[src/design/acnv_pkg.sv]
package acnv_pkg;
   // register byte offsets on the add-on register port
   localparam logic [7:0]  ACNV_OFS_GENCTL   = 8'h3C;
   localparam logic [7:0]  ACNV_OFS_INTCSR   = 8'h38;
   // general control/status field positions
   localparam int          ACNV_B_GO         = 31;
   localparam int          ACNV_B_OPHI       = 30;
   localparam int          ACNV_B_OPLO       = 29;
   localparam int          ACNV_B_XCNT       = 28;
   localparam int          ACNV_B_MBRST      = 27;
   localparam int          ACNV_B_A2PRST     = 26;
   localparam int          ACNV_B_P2ARST     = 25;
   localparam int          ACNV_B_NVLSB      = 16;
   localparam int          ACNV_B_BISTLSB    = 12;
   localparam int          ACNV_B_MODELSB    = 6;
   // interrupt control/status field positions
   localparam int          ACNV_B_INSEL_LSB  = 0;
   localparam int          ACNV_B_INEN       = 4;
   localparam int          ACNV_B_INFLAG     = 16;
   localparam int          ACNV_B_IRQANY     = 23;
   // power-up values of the general register per bus-master mode
   localparam logic [31:0] ACNV_RST_PCI_MST  = 32'h000000F4;
   localparam logic [31:0] ACNV_RST_ADD_MST  = 32'h00000034;
   // non-volatile memory access commands
   typedef enum logic [1:0]
   {
      ACNV_OP_LD_LO = 2'b00,
      ACNV_OP_LD_HI = 2'b01,
      ACNV_OP_WRITE = 2'b10,
      ACNV_OP_READ  = 2'b11
   } acnv_op_t;
   // strobe width for one external byte cycle
   localparam int          ACNV_MCLK_PS      = 20000;
   localparam int          ACNV_STROBE_NS    = 100;
   localparam int          ACNV_STROBE_CYC   =
      (ACNV_STROBE_NS * 1000 + ACNV_MCLK_PS - 1) / ACNV_MCLK_PS;
endpackage : acnv_pkg

[src/design/acnv_nv_seq.sv]
`timescale 1ns/100ps
`default_nettype none
module acnv_nv_seq
   import acnv_pkg::*;
#(
   parameter int STROBE_CYC = ACNV_STROBE_CYC
)
(
   // clock and reset
   input  wire logic        mclk,
   input  wire logic        srst,
   // command from the register
   input  wire logic        cmd,
   input  wire acnv_op_t    cmd_op,
   input  wire logic [7:0]  cmd_byte,
   output logic             busy,
   output logic [7:0]       rd_byte,
   output logic             rd_done,
   // external memory pins
   output logic [15:0]      nv_addr,
   output logic [7:0]       nv_dout,
   output logic             nv_dout_en,
   input  wire logic [7:0]  nv_din,
   output logic             nv_wr_n,
   output logic             nv_rd_n
);
   typedef enum logic [1:0]
   {
      S_IDLE   = 2'b00,
      S_LOAD   = 2'b01,
      S_STROBE = 2'b10,
      S_DONE   = 2'b11
   } acnv_seq_t;

   acnv_seq_t   st_r, st_nxt;
   acnv_op_t    op_r, op_nxt;
   logic [15:0] addr_r, addr_nxt;
   logic [7:0]  wbyte_r, wbyte_nxt;
   logic [7:0]  rbyte_r, rbyte_nxt;
   logic        rdone_r, rdone_nxt;
   logic [3:0]  cnt_r, cnt_nxt;
   logic [3:0]  wlen_r, wlen_nxt;

   // next state; commands while busy are dropped, software must wait
   always_comb
   begin
      st_nxt    = st_r;
      op_nxt    = op_r;
      addr_nxt  = addr_r;
      wbyte_nxt = wbyte_r;
      rbyte_nxt = rbyte_r;
      rdone_nxt = 1'b0;
      cnt_nxt   = cnt_r;
      case (st_r)
         S_IDLE:
            if (cmd)
            begin
               op_nxt    = cmd_op;
               wbyte_nxt = cmd_byte;
               cnt_nxt   = 4'(STROBE_CYC - 1);
               st_nxt    = (cmd_op[1]) ? S_STROBE : S_LOAD;
            end
         S_LOAD:
         begin
            // address loads only latch, no external cycle
            if (op_r == ACNV_OP_LD_LO)
               addr_nxt[7:0] = wbyte_r;
            else
               addr_nxt[15:8] = wbyte_r;
            st_nxt = S_IDLE;
         end
         S_STROBE:
            if (cnt_r == 4'h0)
            begin
               // sample read data at the end of the strobe
               if (op_r == ACNV_OP_READ)
               begin
                  rbyte_nxt = nv_din;
                  rdone_nxt = 1'b1;
               end
               st_nxt = S_DONE;
            end
            else
               cnt_nxt = cnt_r - 4'h1;
         S_DONE:
            st_nxt = S_IDLE;   // one cycle of address/data hold
         default:
            st_nxt = S_IDLE;
      endcase
   end

   always_ff @(posedge mclk)
   begin
      if (srst)
      begin
         st_r    <= S_IDLE;
         op_r    <= ACNV_OP_LD_LO;
         addr_r  <= 16'h0000;
         wbyte_r <= 8'h00;
         rbyte_r <= 8'h00;
         rdone_r <= 1'b0;
         cnt_r   <= 4'h0;
      end
      else
      begin
         st_r    <= st_nxt;
         op_r    <= op_nxt;
         addr_r  <= addr_nxt;
         wbyte_r <= wbyte_nxt;
         rbyte_r <= rbyte_nxt;
         rdone_r <= rdone_nxt;
         cnt_r   <= cnt_nxt;
      end
   end

   // outputs; busy spans the whole byte cycle
   assign busy       = (st_r != S_IDLE);
   assign rd_byte    = rbyte_r;
   assign rd_done    = rdone_r;
   assign nv_addr    = addr_r;
   assign nv_dout    = wbyte_r;
   assign nv_dout_en = (st_r == S_STROBE || st_r == S_DONE) &&
                       (op_r == ACNV_OP_WRITE);
   assign nv_wr_n    = !(st_r == S_STROBE && op_r == ACNV_OP_WRITE);
   assign nv_rd_n    = !(st_r == S_STROBE && op_r == ACNV_OP_READ);

   a_load_short: assert property (@(posedge mclk) disable iff (srst)
      (st_r == S_IDLE && cmd && !cmd_op[1]) |=> busy ##1 !busy)
      else $error("address load busy not one cycle");
   // low time of the write strobe, counted so the width check below
   // follows STROBE_CYC instead of a fixed repetition count
   always_comb
   begin
      wlen_nxt = nv_wr_n ? 4'h0 : wlen_r + 4'h1;
   end

   always_ff @(posedge mclk)
   begin
      if (srst)
         wlen_r <= 4'h0;
      else
         wlen_r <= wlen_nxt;
   end

   a_strobe_width: assert property (@(posedge mclk) disable iff (srst)
      $rose(nv_wr_n) |-> wlen_r == 4'(STROBE_CYC))
      else $error("write strobe width wrong");
   a_busy_strobe: assert property (@(posedge mclk) disable iff (srst)
      (!nv_wr_n || !nv_rd_n) |-> busy ##1 busy)
      else $error("busy dropped during strobe");
endmodule : acnv_nv_seq
`default_nettype wire

[src/design/acnv_regs.sv]
`timescale 1ns/100ps
`default_nettype none
module acnv_regs
   import acnv_pkg::*;
#(
   parameter int STROBE_CYC = ACNV_STROBE_CYC
)
(
   // clock and reset
   input  wire logic        mclk,
   input  wire logic        srst,
   // add-on register port
   input  wire logic        reg_wr,
   input  wire logic        reg_rd,
   input  wire logic [7:0]  reg_addr,
   input  wire logic [3:0]  reg_be,
   input  wire logic [31:0] reg_wdata,
   output logic [31:0]      reg_rdata,
   // bus-mastering mode strap, high for PCI-initiated
   input  wire logic        pci_init_master,
   // fifo status from the datapath
   input  wire logic        a2p_full,
   input  wire logic        a2p_four_empty,
   input  wire logic        a2p_empty,
   input  wire logic        p2a_full,
   input  wire logic        p2a_four_loaded,
   input  wire logic        p2a_empty,
   // incoming mailbox byte-written events, index mailbox*4+byte
   input  wire logic [15:0] inmb_byte_wr,
   output logic             inmb_irq,
   // one-shot resets and static controls
   output logic             mbox_flag_rst,
   output logic             a2p_flag_rst,
   output logic             p2a_flag_rst,
   output logic             xfer_cnt_en,
   output logic [3:0]       bist_code,
   // external non-volatile memory
   output logic [15:0]      nv_addr,
   output logic [7:0]       nv_dout,
   output logic             nv_dout_en,
   input  wire logic [7:0]  nv_din,
   output logic             nv_wr_n,
   output logic             nv_rd_n
);
   // register hit decode, shared by read and write paths
   function automatic logic hit(input logic [7:0] a, input logic [7:0] ofs);
      hit = (a[7:2] == ofs[7:2]);
   endfunction : hit

   logic        wr_ag, wr_ic;
   logic [31:0] rd_nxt, rd_r;
   logic [7:0]  nvf_r, nvf_nxt;
   acnv_op_t    lop_r, lop_nxt;
   logic        xcnt_r, xcnt_nxt;
   logic [3:0]  bist_r, bist_nxt;
   logic [2:0]  pls_r, pls_nxt;
   logic [1:0]  mode_r, mode_nxt;
   logic [4:0]  inctl_r, inctl_nxt;
   logic        infl_r, infl_nxt;
   logic        nv_cmd, nv_busy, nv_rdone, in_evt;
   logic [7:0]  nv_rbyte;

   assign wr_ag = reg_wr && hit(reg_addr, ACNV_OFS_GENCTL);
   assign wr_ic = reg_wr && hit(reg_addr, ACNV_OFS_INTCSR);

   // access starts only when idle; the top bit low means inactive
   assign nv_cmd = wr_ag && reg_be[3] && reg_wdata[ACNV_B_GO] &&
                   !nv_busy;

   // selected mailbox byte written by the PCI side, when enabled
   assign in_evt = inctl_r[ACNV_B_INEN] &&
                   inmb_byte_wr[inctl_r[3:0]];

   // general register next values
   always_comb
   begin
      nvf_nxt  = nvf_r;
      lop_nxt  = lop_r;
      xcnt_nxt = xcnt_r;
      bist_nxt = bist_r;
      pls_nxt  = 3'b000;   // reset pulses last exactly one cycle
      mode_nxt = {2{pci_init_master}};   // strap tracked, in reset too
      if (wr_ag && reg_be[3])
      begin
         xcnt_nxt = reg_wdata[ACNV_B_XCNT];
         pls_nxt  = reg_wdata[ACNV_B_MBRST:ACNV_B_P2ARST];
      end
      if (nv_cmd)
         lop_nxt = acnv_op_t'(reg_wdata[ACNV_B_OPHI:ACNV_B_OPLO]);
      // the field takes a byte only with a command, so it is not
      // overwritten by an unrelated write while a read is pending
      if (nv_cmd && reg_be[2])
         nvf_nxt = reg_wdata[ACNV_B_NVLSB +: 8];
      if (nv_rdone)
         nvf_nxt = nv_rbyte;
      if (wr_ag && reg_be[1])
         bist_nxt = reg_wdata[ACNV_B_BISTLSB +: 4];
   end

   always_ff @(posedge mclk)
   begin
      if (srst)
      begin
         nvf_r  <= 8'h00;
         lop_r  <= ACNV_OP_LD_LO;
         xcnt_r <= 1'b0;
         bist_r <= 4'h0;
         pls_r  <= 3'b000;
         mode_r <= mode_nxt;   // add-on mode must read 34h at once
      end
      else
      begin
         nvf_r  <= nvf_nxt;
         lop_r  <= lop_nxt;
         xcnt_r <= xcnt_nxt;
         bist_r <= bist_nxt;
         pls_r  <= pls_nxt;
         mode_r <= mode_nxt;
      end
   end

   // interrupt control next values; a new event beats the clear
   always_comb
   begin
      inctl_nxt = inctl_r;
      infl_nxt  = infl_r;
      if (wr_ic && reg_be[0])
         inctl_nxt = reg_wdata[ACNV_B_INEN:ACNV_B_INSEL_LSB];
      if (wr_ic && reg_be[2] && reg_wdata[ACNV_B_INFLAG])
         infl_nxt = 1'b0;
      if (in_evt)
         infl_nxt = 1'b1;
   end

   always_ff @(posedge mclk)
   begin
      if (srst)
      begin
         inctl_r <= 5'h00;
         infl_r  <= 1'b0;
      end
      else
      begin
         inctl_r <= inctl_nxt;
         infl_r  <= infl_nxt;
      end
   end

   // read mux; write-only bits and reserved bits read zero
   always_comb
   begin
      rd_nxt = 32'h00000000;
      if (reg_rd && hit(reg_addr, ACNV_OFS_GENCTL))
      begin
         rd_nxt[ACNV_B_GO]                    = nv_busy;
         rd_nxt[ACNV_B_OPHI:ACNV_B_OPLO]      = lop_r;
         rd_nxt[ACNV_B_XCNT]                  = xcnt_r;
         rd_nxt[ACNV_B_NVLSB +: 8]            = nvf_r;
         rd_nxt[ACNV_B_BISTLSB +: 4]          = bist_r;
         rd_nxt[ACNV_B_MODELSB +: 2]          = mode_r;
         rd_nxt[5:0] = {a2p_empty, a2p_four_empty, a2p_full,
                        p2a_empty, p2a_four_loaded, p2a_full};
      end
      else if (reg_rd && hit(reg_addr, ACNV_OFS_INTCSR))
      begin
         rd_nxt[ACNV_B_INEN:ACNV_B_INSEL_LSB] = inctl_r;
         rd_nxt[ACNV_B_INFLAG]                = infl_r;
         rd_nxt[ACNV_B_IRQANY]                = infl_r;
      end
   end

   always_ff @(posedge mclk)
   begin
      if (srst)
         rd_r <= 32'h00000000;
      else
         rd_r <= rd_nxt;
   end

   acnv_nv_seq #(
      .STROBE_CYC (STROBE_CYC)
   ) u_seq (
      .mclk       (mclk),
      .srst       (srst),
      .cmd        (nv_cmd),
      .cmd_op     (acnv_op_t'(reg_wdata[ACNV_B_OPHI:ACNV_B_OPLO])),
      .cmd_byte   (reg_wdata[ACNV_B_NVLSB +: 8]),
      .busy       (nv_busy),
      .rd_byte    (nv_rbyte),
      .rd_done    (nv_rdone),
      .nv_addr    (nv_addr),
      .nv_dout    (nv_dout),
      .nv_dout_en (nv_dout_en),
      .nv_din     (nv_din),
      .nv_wr_n    (nv_wr_n),
      .nv_rd_n    (nv_rd_n)
   );

   // outputs
   assign reg_rdata     = rd_r;
   assign inmb_irq      = infl_r;
   assign mbox_flag_rst = pls_r[2];
   assign a2p_flag_rst  = pls_r[1];
   assign p2a_flag_rst  = pls_r[0];
   assign xfer_cnt_en   = xcnt_r;
   assign bist_code     = bist_r;

   a_pulse_mbox: assert property (@(posedge mclk) disable iff (srst)
      (wr_ag && reg_be[3] && reg_wdata[ACNV_B_MBRST]) |=> mbox_flag_rst
      ##1 (!mbox_flag_rst || $past(wr_ag)))
      else $error("mailbox reset pulse wrong");
   a_pulse_fifo: assert property (@(posedge mclk) disable iff (srst)
      (a2p_flag_rst || p2a_flag_rst) |->
      $past(wr_ag) && $past(reg_be[3]))
      else $error("fifo reset pulse without write");
   a_wo_zero: assert property (@(posedge mclk) disable iff (srst)
      $past(reg_rd) |-> reg_rdata[27:24] == 4'h0)
      else $error("write-only bits read nonzero");
   a_go_reads: assert property (@(posedge mclk) disable iff (srst)
      (nv_cmd && reg_wdata[ACNV_B_OPHI]) ##2
      (reg_rd && hit(reg_addr, ACNV_OFS_GENCTL)) |=>
      reg_rdata[ACNV_B_GO])
      else $error("go bit not busy after start");
   a_irq_set: assert property (@(posedge mclk) disable iff (srst)
      in_evt |=> inmb_irq)
      else $error("incoming event lost");
   a_rd_field: assert property (@(posedge mclk) disable iff (srst)
      nv_rdone |=> nvf_r == $past(nv_rbyte))
      else $error("read byte not placed in field");
   a_bist_map: assert property (@(posedge mclk) disable iff (srst)
      (wr_ag && reg_be[1]) |=> bist_code == $past(reg_wdata[15:12]))
      else $error("condition code not forwarded");
endmodule : acnv_regs
`default_nettype wire

[config.mk]
export PLATFORM = sky130hd
export DESIGN_NAME = acnv_regs
export DESIGN_NICKNAME = d
export VERILOG_FILES = /design/src/design/acnv_pkg.sv /design/src/design/acnv_nv_seq.sv /design/src/design/acnv_regs.sv
export SDC_FILE = /design/constraint.sdc
export NUM_CORES = 1
export LEC_CHECK = 0
export ABC_AREA = 1
export BUFFER_PORTS_ARGS = -buffer_cell sky130_fd_sc_hd__buf_2
export CAP_MARGIN = 20
export CORE_UTILIZATION = 31
export CTS_CLUSTER_SIZE = 12
export DETAILED_ROUTE_END_ITERATION = 10
export PLACE_DENSITY = 0.56
export SYNTH_ARGS = -nofsm -noshare
export SYNTH_HDL_FRONTEND = slang
export SYNTH_SLANG_ARGS = --single-unit
[constraint.sdc]
create_clock -name mclk -period 1.6 [get_ports mclk]
set_clock_uncertainty 0.15 [all_clocks]
set_input_delay 0.08 -clock mclk [delete_from_list [all_inputs] [get_ports mclk]]
set_output_delay 0.08 -clock mclk [all_outputs]
set_load 0.005 [all_outputs]
==> results_tabular.tex <==
\begin{tabular}{lr}
\hline
Metric & Value \\
\hline
\multicolumn{2}{l}{\textbf{Synth}} \\
Dominant cell by count in the synthesized netlist & sky130\_fd\_sc\_hd\_\_nor2\_1 \\
Syn Std Cell Area & 3490 um2 \\
Most frequent cells after synthesis & sky130\_fd\_sc\_hd\_\_nor2\_1 (103), sky130\_fd\_sc\_hd\_\_dfxtp\_1 (89), sky130\_fd\_sc\_hd\_\_nand2\_1 (76), sky130\_fd\_sc\_hd\_\_inv\_1 (54), sky130\_fd\_sc\_hd\_\_o21ai\_0 (51) \\
Dominant cells by area after synthesis & sky130\_fd\_sc\_hd\_\_dfxtp\_1 (51\%), sky130\_fd\_sc\_hd\_\_nor2\_1 (11\%), sky130\_fd\_sc\_hd\_\_nand2\_1 (8.2\%), sky130\_fd\_sc\_hd\_\_o21ai\_0 (7.3\%), sky130\_fd\_sc\_hd\_\_inv\_1 (5.8\%) \\
Main synth FF type & sky130\_fd\_sc\_hd\_\_dfxtp\_1 \\
Top cell type's share of synthesized area & 51.1\% \\
Syn. warnings & 0 \\
Cell type with the largest total area after synthesis & sky130\_fd\_sc\_hd\_\_dfxtp\_1 \\
Number of synthesized flops with an enable pin & 0 \\
Seq cells post-synth & 89 \\
Register area share after synthesis & around half \\
Number of library cell types mapped by synthesis & 29 \\
Cells after synthesis & $\sim$470 \\
Async set-or-reset flop fraction in the synthesized netlist & 0\% \\
Mean instance size in the synthesized netlist & $\sim$7.4 um2 \\
\multicolumn{2}{l}{\textbf{Floorplanning}} \\
Die width & 108 um \\
Vertical extent of the die & 108 um \\
Rows & 38 \\
CORE AREA & around 11000 um2 \\
Number of placed I/O pins & approximately 150 \\
Initial core utilization & roughly 32\% \\
Overall die area & $\sim$12000 um2 \\
\multicolumn{2}{l}{\textbf{Place}} \\
DP Area & 4330 um2 \\
Detailed-placement wirelength estimate & $\sim$7000 um \\
RD Place Congestion & approximately 0.8 \\
Number of I/O port buffers & 128 \\
Placed Cells & about 740 \\
Worst slack after detailed placement & -55.7 ps \\
\multicolumn{2}{l}{\textbf{GRT}} \\
Via count of the first global-routing pass & roughly 3300 \\
GRT Residual Overflow & 0 \\
Global-route wire length before repair & 15300 um \\
Initial antenna violation count & 0 \\
GRT Overall Usage & 16.8\% \\
Maximum number of pins on one net before global-route repair & 38 \\
\multicolumn{2}{l}{\textbf{Setup path}} \\
Startpoint-to-endpoint class of the critical path & primary input to flop \\
Worst-path maximum fanout & 4 \\
Critical Path, Cell by Cell & buf\_2 -> dlygate4sd3\_1 -> nor2\_2 -> nand3\_1 -> o21ai\_0 -> dlygate4sd3\_1 \\
Delay of the slowest critical-path stage & approximately 600 ps \\
WP buf/inv & 3 \\
Element type at the critical path start & primary input \\
Data required, critical path & about 1800 ps \\
Kind of end point of the critical path & flop \\
Largest delay share family, worst path & buffers and inverters \\
Cell type with the highest occurrence count on the critical path & sky130\_fd\_sc\_hd\_\_dlygate4sd3\_1 \\
Standard cell with the maximum stage delay on the critical path & sky130\_fd\_sc\_hd\_\_dlygate4sd3\_1 \\
Crit path arrival time & between 1500 and 2000 ps \\
\multicolumn{2}{l}{\textbf{Cells and area}} \\
Antenna Cells & 0 \\
Fraction of layout cells with a size suffix above 1 & 28.1\% \\
Post-route cell area & 5110 um2 \\
Final instance count without filler cells & 810 \\
Fillers & 1089 \\
Area grow syn2layout & 46.4\% \\
Final \#Nets & about 750 \\
\multicolumn{2}{l}{\textbf{Route}} \\
Final WL & 9650 um \\
Iter 0 DRT Violations & 196 \\
Drt pass-1 iters & 4 \\
Post-route DRC & 0 \\
Wire length per cell & $\sim$12 um \\
Per-cell via count in the routed design & 4.39 \\
Via count & 3552 \\
Remaining number of nets flagged by the antenna check after routing & 0 \\
\multicolumn{2}{l}{\textbf{Pwr}} \\
Switch share & between 20\% and 30\% \\
Ratio of total power to cell area & about 800 nW/um2 \\
Flop pwr share & between 50\% and 60\% \\
Peak supply drop & roughly 0.33 mV \\
Static Leak & $\sim$0.0025 uW \\
Share of total power in the clock network & approximately 39\% \\
Power Internal & 3150 uW \\
Switching power total & about 950 uW \\
Overall power & around 4100 uW \\
Comb pwr share & around 7.1\% \\
\multicolumn{2}{l}{\textbf{Outcome}} \\
Violated checks & hold timing \\
Result of the run & finished with violations \\
\multicolumn{2}{l}{\textbf{Clock network}} \\
Clock sinks & between 80 and 90 \\
Clock insertion delay at the later pin of the skew report & 360 ps \\
Clock-pin slew of the registers on the worst-case setup and hold paths & roughly 90 ps \\
Cell chosen for the clock root & sky130\_fd\_sc\_hd\_\_clkbuf\_8 \\
Clock tree from TritonCTS & built \\
Number of H-tree levels & 3 \\
Maximum number of buffers from clock root to sink & 2 \\
Total CTS buffers & 9 \\
\multicolumn{2}{l}{\textbf{Timing}} \\
Setup repair after global routing missed its margin & yes \\
Part of the cycle the worst path needs & a little over nine tenths \\
Max Slew Vio Count & 0 \\
Count of final hold-check violations & 3 \\
Time the final worst path needs with I/O delays and setup & $\sim$1600 ps \\
Setup violation total in the final timing report & 0 \\
Peak Freq & 644 MHz \\
Setup ws final & about 48 ps \\
Hold Worst Slack & -3.22 ps \\
\multicolumn{2}{l}{\textbf{Min path}} \\
Worst min-delay path class & primary input to flop \\
\multicolumn{2}{l}{\textbf{Run}} \\
Max-cap violations & 0 \\
\hline
\end{tabular}
## path summary, 6_finish.rpt
kind,from,cells past startpoint,to,slack (ps)
min reg2reg,mode_r[0],2,reg_rdata[7],260
max,srst,6,reg_rdata[0],50
min,reg_wr,3,inctl_r[2],-3
max reg2reg,u_seq.cnt_r[1],7,u_seq.cnt_r[2],80
## repair_timing
action,in CTS,in global routing
cloned,0,0
hold buffers,51,0
setup buffers,0,1
resized for setup,4,28
pin swaps,0,4
hold endpoints to repair,55,0
endpoints found under the setup margin,10,38
## sequential cells by signal (all words and copies together) (netlist names), 3 cells and up
register       count
reg_rdata         23
u_seq.nv_addr     16
nvf_r              8
u_seq.nv_dout      8
u_seq.rd_byte      8
inctl_r            5
bist_code          4
u_seq.cnt_r        4
pls_r              3
## layout make-up
class	instances	area (um2)	area share, %
sequential	89	1790	35.0
tap	140	175	3.43
clock buffer	10	138	2.70
clock inverter	6	65.1	1.27
multi-input combinational	312	1450	28.3
timing repair buffer	196	1280	25.0
inverter	57	220	4.31
## stage by stage
stage	hold WS, ps	util [%]	TNS (ps)
after floorplan	-42.3	-	0
after global placement	33.7	39.8	0
after detailed placement	37.5	39.8	-197
after CTS	8.13	46.4	0
after global routing	30.8	46.9	-169
final	-3.22	46.9	0
## power by group through the flow
stage / Combinational, uW / Sequential, uW / Clock, uW
after floorplan: 96.8 / 2270 / 0
after global placement: 197 / 2270 / 0
after detailed placement: 200 / 2270 / 0
after CTS: 287 / 2220 / 1620
after global routing: 326 / 2220 / 1730
final: 292 / 2220 / 1590
## logic make-up (layout without fill, tap and decap cells)
| group | after synthesis | in the layout | share of synthesized area, % |
|---|---|---|---|
| compound gates | 79 | 79 | 11.4 |
| fa+ha+maj | 1 | 1 | 0.359 |
| other cells | 1 | 8 | 0.108 |
| xor+xnor | 2 | 2 | 0.502 |
| flops | 89 | 89 | 51.1 |
| buf+inv | 80 | 269 | 10.0 |
| simple gates | 222 | 222 | 26.5 |
## per-layer routing
| layer | wire length (um) | track usage, % |
|---|---|---|
| met5 | 0 | 0 |
| met1 | 4520 | 22.5 |
| met3 | 425 | 3.38 |
| met4 | 189 | 6.56 |
| met2 | 4510 | 26.6 |
## placed cells by master, fill, tap and decap left out, types with 7 or more instances in the layout
master / count
sky130_fd_sc_hd__dfxtp_1: 85
sky130_fd_sc_hd__dlygate4sd3_1: 50
sky130_fd_sc_hd__buf_4: 18
sky130_fd_sc_hd__clkbuf_8: 10
sky130_fd_sc_hd__nand2_1: 73
sky130_fd_sc_hd__nor2_1: 98
sky130_fd_sc_hd__conb_1: 8
sky130_fd_sc_hd__o21ai_0: 44
sky130_fd_sc_hd__o21ai_1: 7
sky130_fd_sc_hd__a21oi_1: 23
sky130_fd_sc_hd__nand3_1: 30
sky130_fd_sc_hd__buf_2: 128
sky130_fd_sc_hd__inv_1: 52
## tightest hold or removal path, cell delays in order
cell and delay, ps:
sky130_fd_sc_hd__buf_2 140, sky130_fd_sc_hd__nand3_2 170, sky130_fd_sc_hd__a21oi_1 90
(Power assumes the default switching activity.)
